### config.mk
export PLATFORM = sky130hd
export DESIGN_NAME = cpu_bus_pin_interface
export DESIGN_NICKNAME = d
export VERILOG_FILES = /design/src/cpu_bus_pin_pkg.sv /design/src/clock_echo.sv /design/src/cpu_bus_pin_interface.sv
export VERILOG_INCLUDE_DIRS = /design/src /design/src/src
export SDC_FILE = /design/constraint.sdc
export NUM_CORES = 1
export LEC_CHECK = 0
export BUFFER_PORTS_ARGS = -buffer_cell sky130_fd_sc_hd__buf_2
export CAP_MARGIN = 20
export CORE_MARGIN = 2
export CORE_UTILIZATION = 43
export CTS_CLUSTER_SIZE = 40
export DETAILED_ROUTE_END_ITERATION = 12
export PLACE_DENSITY = 0.92
export SLEW_MARGIN = 10
export SYNTH_ARGS = -nofsm -noshare
export SYNTH_HDL_FRONTEND = slang
export SYNTH_SLANG_ARGS = --single-unit
### constraint.sdc
create_clock -name clk -period 1.15 [get_ports clk]
set_input_delay 0.0575 -clock clk [delete_from_list [all_inputs] [get_ports clk]]
set_output_delay 0.0575 -clock clk [all_outputs]
set_load 0.005 [all_outputs]
### src/cpu_bus_pin_regs.svh
// Constants for the processor external bus pin stage.
`ifndef CPU_BUS_PIN_REGS_SVH
`define CPU_BUS_PIN_REGS_SVH
`define ADDR_WIDTH 32
`define DATA_WIDTH 16
`define ACK_LEVEL_LSB 1
`define ACK_LEVEL_MSB 3
`define ACK_ADDR_FILL 32'hffffffff
`define CLASS_WIDTH 3
`define SIZE_BYTE 2'h2
`define SIZE_WORD 2'h1
`endif
### src/cpu_bus_pin_pkg.sv
// Types for the processor external bus pin stage.
package cpu_bus_pin_pkg;
	// Kind of bus cycle requested by the core.
	typedef enum logic [3:0] {
		CYC_IDLE = 4'h1,
		CYC_READ = 4'h2,
		CYC_WRITE = 4'h4,
		CYC_IACK = 4'h8
	} cycle_t;
endpackage

### src/clock_echo.sv
// Clock echo stage that mirrors the clock input onto the clock echo output.
`timescale 1ns/1ps
module clock_echo (
	// Clock in.
	input wire logic clock_input,
	// Clock echo out.
	output wire logic clock_echo_output
);
	// The echo is a plain buffer so that it follows the input with no shaping.
	assign clock_echo_output = clock_input;
endmodule

### src/cpu_bus_pin_interface.sv
// Pin stage of the processor external bus: address, data, strobes, floating.
`timescale 1ns/1ps
`include "cpu_bus_pin_regs.svh"
module cpu_bus_pin_interface (
	// Clock and synchronous active-low reset.
	input wire logic clk,
	input wire logic rst_b,
	// Core-side cycle request, held while cycleValid is high.
	input wire logic cycleValid,
	input wire logic cycleWrite,
	input wire logic cycleIack,
	input wire logic cycleByte,
	input wire logic cycleRmw,
	input wire logic [`ADDR_WIDTH-1:0] cycleAddr,
	input wire logic [`DATA_WIDTH-1:0] cycleWdata,
	input wire logic [2:0] cycleIackLevel,
	input wire logic [`CLASS_WIDTH-1:0] cycleClass,
	// Core-side modes and floating causes.
	input wire logic eightBitMode,
	input wire logic halt_request_input_b,
	input wire logic stopExecuted,
	input wire logic busReleased,
	input wire logic reset_input_b,
	// Core-side read return.
	output logic [`DATA_WIDTH-1:0] readData_q,
	// Address pins.
	output logic [`ADDR_WIDTH-1:0] address_lines_q,
	output logic addrOe_q,
	// Data pins, split into in, out and enable.
	input wire logic [`DATA_WIDTH-1:0] dataLinesIn,
	output logic [`DATA_WIDTH-1:0] data_lines_q,
	output logic dataOe_q,
	// Control pins, active low except the direction (high for read), the class and width codes and the enable.
	output logic address_valid_strobe_b_q,
	output logic upper_byte_strobe_b_q,
	output logic lower_byte_strobe_b_q,
	output logic any_byte_strobe_b_q,
	output logic transfer_direction_q,
	output logic early_transfer_direction_b_q,
	output logic indivisible_cycle_flag_b_q,
	output logic [`CLASS_WIDTH-1:0] cycle_class_code_q,
	output logic [1:0] transfer_width_code_q,
	output logic ctrlOe_q,
	// Standard output that never floats.
	input wire logic clock_input,
	output wire logic clock_echo_output
);
	// Decoded cycle kind, used to steer the pin values.
	cpu_bus_pin_pkg::cycle_t cycleKind;
	// True while reset input or bus release forces every three-state pin to float.
	logic floatAll;
	// True while halt or stop leaves only the data lines floating.
	logic floatData;
	// Next data pin value and byte lane choice.
	logic [`DATA_WIDTH-1:0] wdata_d;
	logic upperLane;

	// Reset input is asserted when low; assertion follows the pin's active level.
	assign floatAll = busReleased | ~reset_input_b;
	assign floatData = ~halt_request_input_b | stopExecuted;
	assign upperLane = ~cycleAddr[0];

	// Classify the request so each pin process sees one state.
	always_comb begin
		if (!cycleValid) begin
			cycleKind = cpu_bus_pin_pkg::CYC_IDLE;
		end else if (cycleIack) begin
			cycleKind = cpu_bus_pin_pkg::CYC_IACK;
		end else if (cycleWrite) begin
			cycleKind = cpu_bus_pin_pkg::CYC_WRITE;
		end else begin
			cycleKind = cpu_bus_pin_pkg::CYC_READ;
		end
	end

	// Write data lane placement; bytes are copied so either lane carries them.
	always_comb begin
		if (cycleByte || eightBitMode) begin
			// The byte sits in the low half of the request and fills both halves.
			// In 8-bit mode the upper half is driven too but carries no meaning.
			wdata_d = {cycleWdata[7:0], cycleWdata[7:0]};
		end else begin
			wdata_d = cycleWdata;
		end
	end

	// Address pins: cycle address, or the level with all other bits high on acknowledge.
	always_ff @(posedge clk) begin
		if (!rst_b) begin
			address_lines_q <= `ACK_ADDR_FILL;
		end else if (cycleKind == cpu_bus_pin_pkg::CYC_IACK) begin
			address_lines_q <= `ACK_ADDR_FILL;
			address_lines_q[`ACK_LEVEL_MSB:`ACK_LEVEL_LSB] <= cycleIackLevel;
		end else if (cycleValid) begin
			address_lines_q <= cycleAddr;
		end
	end

	// Address enable drops only on release or reset, never on halt.
	always_ff @(posedge clk) begin
		if (!rst_b) begin
			addrOe_q <= 1'b0;
			ctrlOe_q <= 1'b0;
		end else begin
			addrOe_q <= ~floatAll;
			ctrlOe_q <= ~floatAll;
		end
	end

	// Data pins: driven on writes unless any floating cause is present.
	always_ff @(posedge clk) begin
		if (!rst_b) begin
			data_lines_q <= 16'h0000;
			dataOe_q <= 1'b0;
		end else begin
			data_lines_q <= wdata_d;
			// Only the data lines float for halt or stop.
			dataOe_q <= (cycleKind == cpu_bus_pin_pkg::CYC_WRITE) & ~floatAll & ~floatData;
		end
	end

	// Strobes and direction; a byte uses the lane chosen by address bit 0, except in 8-bit mode, which always uses the lower lane.
	always_ff @(posedge clk) begin
		if (!rst_b) begin
			address_valid_strobe_b_q <= 1'b1;
			upper_byte_strobe_b_q <= 1'b1;
			lower_byte_strobe_b_q <= 1'b1;
			any_byte_strobe_b_q <= 1'b1;
			transfer_direction_q <= 1'b1;
			early_transfer_direction_b_q <= 1'b1;
			indivisible_cycle_flag_b_q <= 1'b1;
		end else begin
			address_valid_strobe_b_q <= ~cycleValid;
			// 8-bit mode holds the upper strobe negated for every cycle.
			upper_byte_strobe_b_q <= ~(cycleValid & ~eightBitMode & (~cycleByte | upperLane));
			lower_byte_strobe_b_q <= ~(cycleValid & (eightBitMode | ~cycleByte | ~upperLane));
			any_byte_strobe_b_q <= ~cycleValid;
			transfer_direction_q <= ~(cycleKind == cpu_bus_pin_pkg::CYC_WRITE);
			early_transfer_direction_b_q <= ~(cycleKind == cpu_bus_pin_pkg::CYC_WRITE);
			indivisible_cycle_flag_b_q <= ~(cycleValid & cycleRmw);
		end
	end

	// Class and width codes follow the request.
	always_ff @(posedge clk) begin
		if (!rst_b) begin
			cycle_class_code_q <= 3'h0;
			transfer_width_code_q <= `SIZE_WORD;
		end else if (cycleValid) begin
			cycle_class_code_q <= cycleClass;
			transfer_width_code_q <= (cycleByte | eightBitMode) ? `SIZE_BYTE : `SIZE_WORD;
		end
	end

	// Read capture; the vector of an acknowledge arrives on the low byte.
	always_ff @(posedge clk) begin
		if (!rst_b) begin
			readData_q <= 16'h0000;
		end else if (cycleKind == cpu_bus_pin_pkg::CYC_IACK) begin
			readData_q <= {8'h00, dataLinesIn[7:0]};
		end else if (cycleKind == cpu_bus_pin_pkg::CYC_READ) begin
			// In 8-bit mode the upper byte is discarded, whatever it carries.
			readData_q <= eightBitMode ? {8'h00, dataLinesIn[7:0]} : dataLinesIn;
		end
	end

	// The clock echo never floats; the input is assumed clean and steady.
	clock_echo uEcho (
		.clock_input(clock_input),
		.clock_echo_output(clock_echo_output)
	);

	// Checks on the pin stage.
	property p_iackAddr;
		@(posedge clk) disable iff (!rst_b)
		(cycleKind == cpu_bus_pin_pkg::CYC_IACK) |=>
		address_lines_q == {28'hfffffff, $past(cycleIackLevel), 1'b1};
	endproperty
	a_iackAddr: assert property (p_iackAddr) else $error("Acknowledge address wrong.");
	property p_cycAddr;
		@(posedge clk) disable iff (!rst_b)
		(cycleValid && !cycleIack) |=> address_lines_q == $past(cycleAddr);
	endproperty
	a_cycAddr: assert property (p_cycAddr) else $error("Cycle address wrong.");
	property p_upperNeg;
		@(posedge clk) disable iff (!rst_b)
		eightBitMode |=> upper_byte_strobe_b_q;
	endproperty
	a_upperNeg: assert property (p_upperNeg) else $error("Upper strobe asserted in 8-bit.");
	property p_haltData;
		@(posedge clk) disable iff (!rst_b)
		(floatData && !floatAll) |=> !dataOe_q && addrOe_q && ctrlOe_q;
	endproperty
	a_haltData: assert property (p_haltData) else $error("Halt floating wrong.");
	property p_floatAll;
		@(posedge clk) disable iff (!rst_b)
		floatAll |=> !dataOe_q && !addrOe_q && !ctrlOe_q;
	endproperty
	a_floatAll: assert property (p_floatAll) else $error("Release floating wrong.");
	property p_byteCopy;
		@(posedge clk) disable iff (!rst_b)
		(cycleKind == cpu_bus_pin_pkg::CYC_WRITE && cycleByte) |=>
		data_lines_q[15:8] == data_lines_q[7:0];
	endproperty
	a_byteCopy: assert property (p_byteCopy) else $error("Byte not copied.");
	property p_eightRead;
		@(posedge clk) disable iff (!rst_b)
		(cycleKind == cpu_bus_pin_pkg::CYC_READ && eightBitMode) |=> readData_q[15:8] == 8'h00;
	endproperty
	a_eightRead: assert property (p_eightRead) else $error("Upper byte not ignored.");
	property p_eightWrite;
		@(posedge clk) disable iff (!rst_b)
		(cycleKind == cpu_bus_pin_pkg::CYC_WRITE && eightBitMode && !floatAll && !floatData)
		|=> dataOe_q && data_lines_q[7:0] == $past(cycleWdata[7:0]);
	endproperty
	a_eightWrite: assert property (p_eightWrite) else $error("8-bit write wrong.");
	property p_wordWrite;
		@(posedge clk) disable iff (!rst_b)
		(cycleKind == cpu_bus_pin_pkg::CYC_WRITE && !cycleByte && !eightBitMode)
		|=> data_lines_q == $past(cycleWdata);
	endproperty
	a_wordWrite: assert property (p_wordWrite) else $error("Word write wrong.");
endmodule

==> qor.txt, run 1 <==
hold path cells = 3
register area = 1521 um2
VDD IR max = 0.0009360 V
critical path arrival = 1.25 ns
run status = finished clean
die height = 83.34 um
critical path required time = 1.42 ns
CTS max path bufs = 2
net count after synthesis = 341
Sequential Power Share = 0.503
type of the most critical hold path = input pin to flip-flop
register area share after synthesis = 0.5622
Final Cycle Share = 0.8449
Post-Syn Instances = 258
post-route minimum period = 0.9717 ns
Sw Share = 0.2432
crit path kind = input pin to flip-flop
worst slew pin tran = 0.8298 ns
Routed WL = 7937 um
H-tree depth = 3
total core area = 5991 um2
hold_sp = cycleIackLevel[0]
clock power share = 0.347
1st-iter DRT viols = 71
final setup vio count = 0
Routed Antenna Nets = 0
aggregate global routing overflow = 0
clock insertion delay at the later pin of the skew report = 0.33 ns
final hold vios = 0
worst-path cell chain = buf_2 > inv_1 > o21ai_2 > buf_4 > mux2i_1
crit path from = cycleWrite
largest net degree at the start of global routing = 43
number of global-route vias before repair = 2810
# nets final = 568
largest stage delay on the critical path = 0.64 ns
initial antenna violation count = 0
LEAKAGE = 2.162 nW
ANT cells = 0
GPL Wtd Cong = 0.7499
drt via density = 4.796
# fillers = 414
CP Max Fanout = 16
Worst Skew = 0 ns
Synth top area share = 0.5622
total power = 0.005617 W
Yosys reg bits = 76
fin util = 0.7414
Max Clock Freq = 1029 MHz
dpl hpwl = 4961 um
worst reg2reg startpoint = address_lines_q[2]
initial core utilization = 0.4518
vias = 2710
CP max stage cell = o21ai_2
chip width = 83.34 um
max_slew headroom = 0.4467
# IOs = 163
Pint = 0.004251 W
Clock Sink Count = 76
GRT Total Usage = 0.2295
area of the multi-input gates = 1047 um2
power density over the cells = 1264 nW/um2
dominant cell type by area after synthesis = dfxtp_1
clk slew on worst S/H paths = 0.09 ns
area delta synth->final = 64.12%
DR pass1 iterations = 6
Synth area leaders = dfxtp_1 (56%), mux2i_1 (16%), nand2_1 (8.0%)
Psw = 0.001366 W
R2R depth = 2
PortBufs = 160
Clock Root Buffer = clkbuf_8
first-pass GRT wire length = 12880 um
# DRC = 0
startpoint types = input pin
CTS tree = done
Core Rows = 28
max-slew violations = 0
RSZ-0062 raised after global routing = no
DIE AREA = 6945 um2
Syn Area/Cell = 10.49 um2
CP endpoint kind = flip-flop
CTS Buf Count = 9
synth unique cells = 24
layout cells sized above 1 = 0.3918
Wirelength per Cell = 14.05 um
Post-Syn Area = 2706 um2
post-cts repair resize count = 0
Syn. warnings = 0
max-cap violation count = 0
Combinational Power Share = 0.150
==> routing by layer <==
| metal | vias to the layer above | wire length, um | global-route usage |
|---|---|---|---|
| met1 | 1247 | 2924 | 0.2316 |
| li1 | 1315 | - | - |
| met5 | - | 0 | 0 |
| met4 | 0 | 269 | 0.1192 |
| met3 | 26 | 580 | 0.06958 |
| met2 | 122 | 4162 | 0.4216 |
==> worst paths after layout <==
| kind | end | slack, ns |
|---|---|---|
| worst max register to register | address_lines_q[2] | 0.49 |
| worst min-delay path | address_lines_q[1] | 0.03 |
| worst max-delay path | readData_q[4] | 0.18 |
| worst min register to register | transfer_width_code_q[0] | 0.46 |
==> cells by family (layout without fill, tap and decap cells) <==
logic type / count (synthesis) / in the layout / share of synthesized area
buffers and inverters: 25 / 257 / 0.05224
AOI/OAI and AO/OA: 33 / 33 / 0.09015
DFF: 76 / 76 / 0.5622
muxes: 43 / 43 / 0.1590
and+or+nand+nor: 81 / 81 / 0.1364
==> state kept, by name, summed over array words and instances, names as in the netlist, 2 cells and up <==
signal	cells
data_lines_q	16
transfer_width_code_q	2
readData_q	16
cycle_class_code_q	3
address_lines_q	32
==> worst max-delay path, delay by kind of cell <==
| family | cells | cell delay, ns |
|---|---|---|
| compound gates | 1 | 0.64 |
| mux | 1 | 0.17 |
| buf+inv | 3 | 0.37 |
==> stage by stage <==
stage | hold WS [ns] | setup WS [ns] | TNS, ns | area (um2) | std cells
2_1_floorplan | 0.1194 | 0.1780 | 0 | 2706 | 258
5_1_grt | 0.01481 | 0.1242 | 0 | 4442 | 565
6_report | 0.03114 | 0.1783 | 0 | 4442 | 565
3_3_place_gp | 0.1150 | -0.1184 | -0.1184 | 3590 | 483
4_1_cts | 0.0001474 | 0.2023 | 0 | 4432 | 564
3_5_place_dp | 0.1150 | -0.1434 | -0.1690 | 3590 | 483
==> Yosys cell counts, drive strengths merged <==
cell type,number
clkbuf,5
and3,1
a32o,8
a22oi,3
nor2,6
nor2b,3
nor3b,1
a21boi,10
nand2,58
o21ai,10
o21a,1
nor4bb,1
and2,9
buf,17
nor4,1
inv,3
dfxtp,76
and3b,1
mux2i,43
a21oi,1
==> placed cells by master (no fill, tap or decap), drive strengths merged <==
| cell | netlist | layout |
|---|---|---|
| buf | 17 | 172 |
| dfxtp | 76 | 76 |
| dlygate4sd3 | 0 | 66 |
| nand2 | 58 | 58 |
| mux2i | 43 | 43 |
| a21boi | 10 | 10 |
| o21ai | 10 | 10 |
| and2 | 9 | 9 |
| clkbuf | 5 | 9 |
| a32o | 8 | 8 |
| nor2 | 6 | 6 |
| nor2b | 3 | 3 |
| a22oi | 3 | 3 |
| clkinvlp | 0 | 3 |
| clkinv | 0 | 3 |
| inv | 3 | 3 |
| nor3b | 1 | 1 |
| nor4 | 1 | 1 |
| and3b | 1 | 1 |
| nor4bb | 1 | 1 |
| and3 | 1 | 1 |
| a21oi | 1 | 1 |
| o21a | 1 | 1 |
| bufinv | 0 | 1 |
==> cell type report <==
| class | instances | share of cell area |
|---|---|---|
| Sequential cell | 76 | 0.3425 |
| Clock inverter | 7 | 0.01521 |
| Tap cell | 75 | 0.02113 |
| Clock buffer | 9 | 0.02789 |
| Multi-Input combinational cell | 157 | 0.2358 |
| Timing Repair Buffer | 238 | 0.3549 |
| Inverter | 3 | 0.002535 |
==> timing repair <==
action / CTS / global route
buffers inserted: 0 / 0
hold endpoints to repair: 65 / 1
hold buffers: 65 / 1
==> power groups by stage <==
stage | combinational, W | sequential, W | clock, W
3_3_place_gp | 0.000641 | 0.00288 | 0
6_report | 0.000844 | 0.00282 | 0.00195
5_1_grt | 0.000920 | 0.00284 | 0.00212
2_1_floorplan | 0.000297 | 0.00290 | 0
3_5_place_dp | 0.000659 | 0.00288 | 0
4_1_cts | 0.000832 | 0.00282 | 0.00201
(Power assumes the default switching activity.)
==> inputs of run 2 (changes only) <==
==> constraint.sdc (replaced) <==
create_clock -name clk -period 1 [get_ports clk]
set_input_delay 0.05 -clock clk [delete_from_list [all_inputs] [get_ports clk]]
set_output_delay 0.05 -clock clk [all_outputs]
set_load 0.005 [all_outputs]
==> qor.txt, run 2 (same netlist as run 1, synthesis figures left out) <==
run status = finished clean
aggregate global routing overflow = 0
first-pass GRT wire length = 13490 um
post-route minimum period = 0.8995 ns
H-tree depth = 3
hold_ws = 0.01697 ns
crit path from = busReleased
max-cap violation count = 0
# DRC = 0
final setup vio count = 0
Core Rows = 28
hold_sp = cycleClass[1]
layout cells sized above 1 = 0.3902
startpoint types = input pin
largest net degree at the start of global routing = 43
ANT cells = 0
# IOs = 163
CP Max Fanout = 2
area delta synth->final = 63.80%
CTS Buf Count = 9
total core area = 5991 um2
DR pass1 iterations = 4
met1 WL = 3110 um
PortBufs = 160
Placement Cell Area = 3632 um2
clk slew on worst S/H paths = 0.07 ns
post-cts repair resize count = 0
power density over the cells = 1387 nW/um2
# fillers = 416
worst slew pin tran = 0.6651 ns
# nets final = 571
met3 WL post-DR = 516 um
CTS max path bufs = 2
LEAKAGE = 2.172 nW
Worst Skew = 0 ns
die height = 83.34 um
dpl hpwl = 4997 um
Clock Sink Count = 76
initial core utilization = 0.4518
max-slew violations = 0
vias = 2738
Final Cycle Share = 0.8995
final hold vios = 0
clock insertion delay at the later pin of the skew report = 0.32 ns
post-route design area = 4433 um2
RSZ-0062 raised after global routing = no
commonest non-fill, non-tap cell in the layout = buf_2
Largest regs = address_lines_q (32), data_lines_q (16), readData_q (16)
CP endpoint kind = flip-flop
1st-iter DRT viols = 91
Clock Root Buffer = clkbuf_8
GRT Total Usage = 0.2435
Wirelength per Cell = 14.92 um
initial antenna violation count = 0
critical path arrival = 1.17 ns
Max Clock Freq = 1112 MHz
CTS tree = done
max layer used = met4
GPL Wtd Cong = 0.7552
Routed WL = 8459 um
type of the most critical hold path = input pin to flip-flop
crit path kind = input pin to flip-flop
Routed Antenna Nets = 0
VDD IR max = 0.0009007 V
met2 WL = 4552 um
Reg with most FFs = address_lines_q
max_slew headroom = 0.5565
most frequent cells in the layout = buf_2 (160), dfxtp_1 (76), dlygate4sd3_1 (65)
max reg flops = 32
drt via density = 4.829
chip width = 83.34 um
worst reg2reg startpoint = readData_q[12]
number of global-route vias before repair = 2866
critical path required time = 1.27 ns
DIE AREA = 6945 um2
[run 2: power breakdown]
group / switching, W / internal [W]
Clock: 0.00102 / 0.000879
Combinational: 0.000416 / 0.000583
Sequential: 0.0000694 / 0.00318
Total: 0.00151 / 0.00464
[run 2: timing repair]
action                                 in CTS  in global routing
endpoints found under the hold margin      65                  0
hold buffers                               65                  0
buffers inserted                            0                  0
[run 2: critical path, stage by stage]
cell,delay (ns)
dlygate4sd3_1,0.54
buf_2,0.14
nor4bb_1,0.26
and3_1,0.19
[run 2: final cells by class]
class | instances | area [um2] | share of cell area
clock buffers | 12 | 135.1 | 0.03048
inverters | 3 | 11.26 | 0.002540
well taps | 75 | 93.84 | 0.02117
clock inverters | 3 | 15.01 | 0.003387
flip-flops and latches | 76 | 1521 | 0.3432
multi-input cells | 157 | 1047 | 0.2362
repair buffers | 241 | 1609 | 0.3630
[run 2: final timing paths]
path	to	slack, ns	cells after the start
worst max-delay path	dataOe_q	0.10	4
worst max register to register	readData_q[12]	0.32	1
worst min-delay path	cycle_class_code_q[1]	0.02	3
worst min register to register	readData_q[3]	0.46	2
[run 2: routing by layer]
layer	vias up	track usage
li1	1321	-
met5	-	0
met4	0	0.1103
met1	1270	0.2488
met3	29	0.06163
met2	118	0.4604
[run 2: per-stage QoR]
stage,util,cells,TNS [ns],setup WS [ns],power (W)
6_report,0.7400,567,0,0.1005,0.006149
3_3_place_gp,0.6063,487,-0.4727,-0.09573,0.004059
5_1_grt,0.7400,567,0,0.03800,0.006425
3_5_place_dp,0.6063,487,-0.7413,-0.1344,0.004088
2_1_floorplan,-,258,0,0.03555,0.003671
4_1_cts,0.7400,567,0,0.1159,0.006158
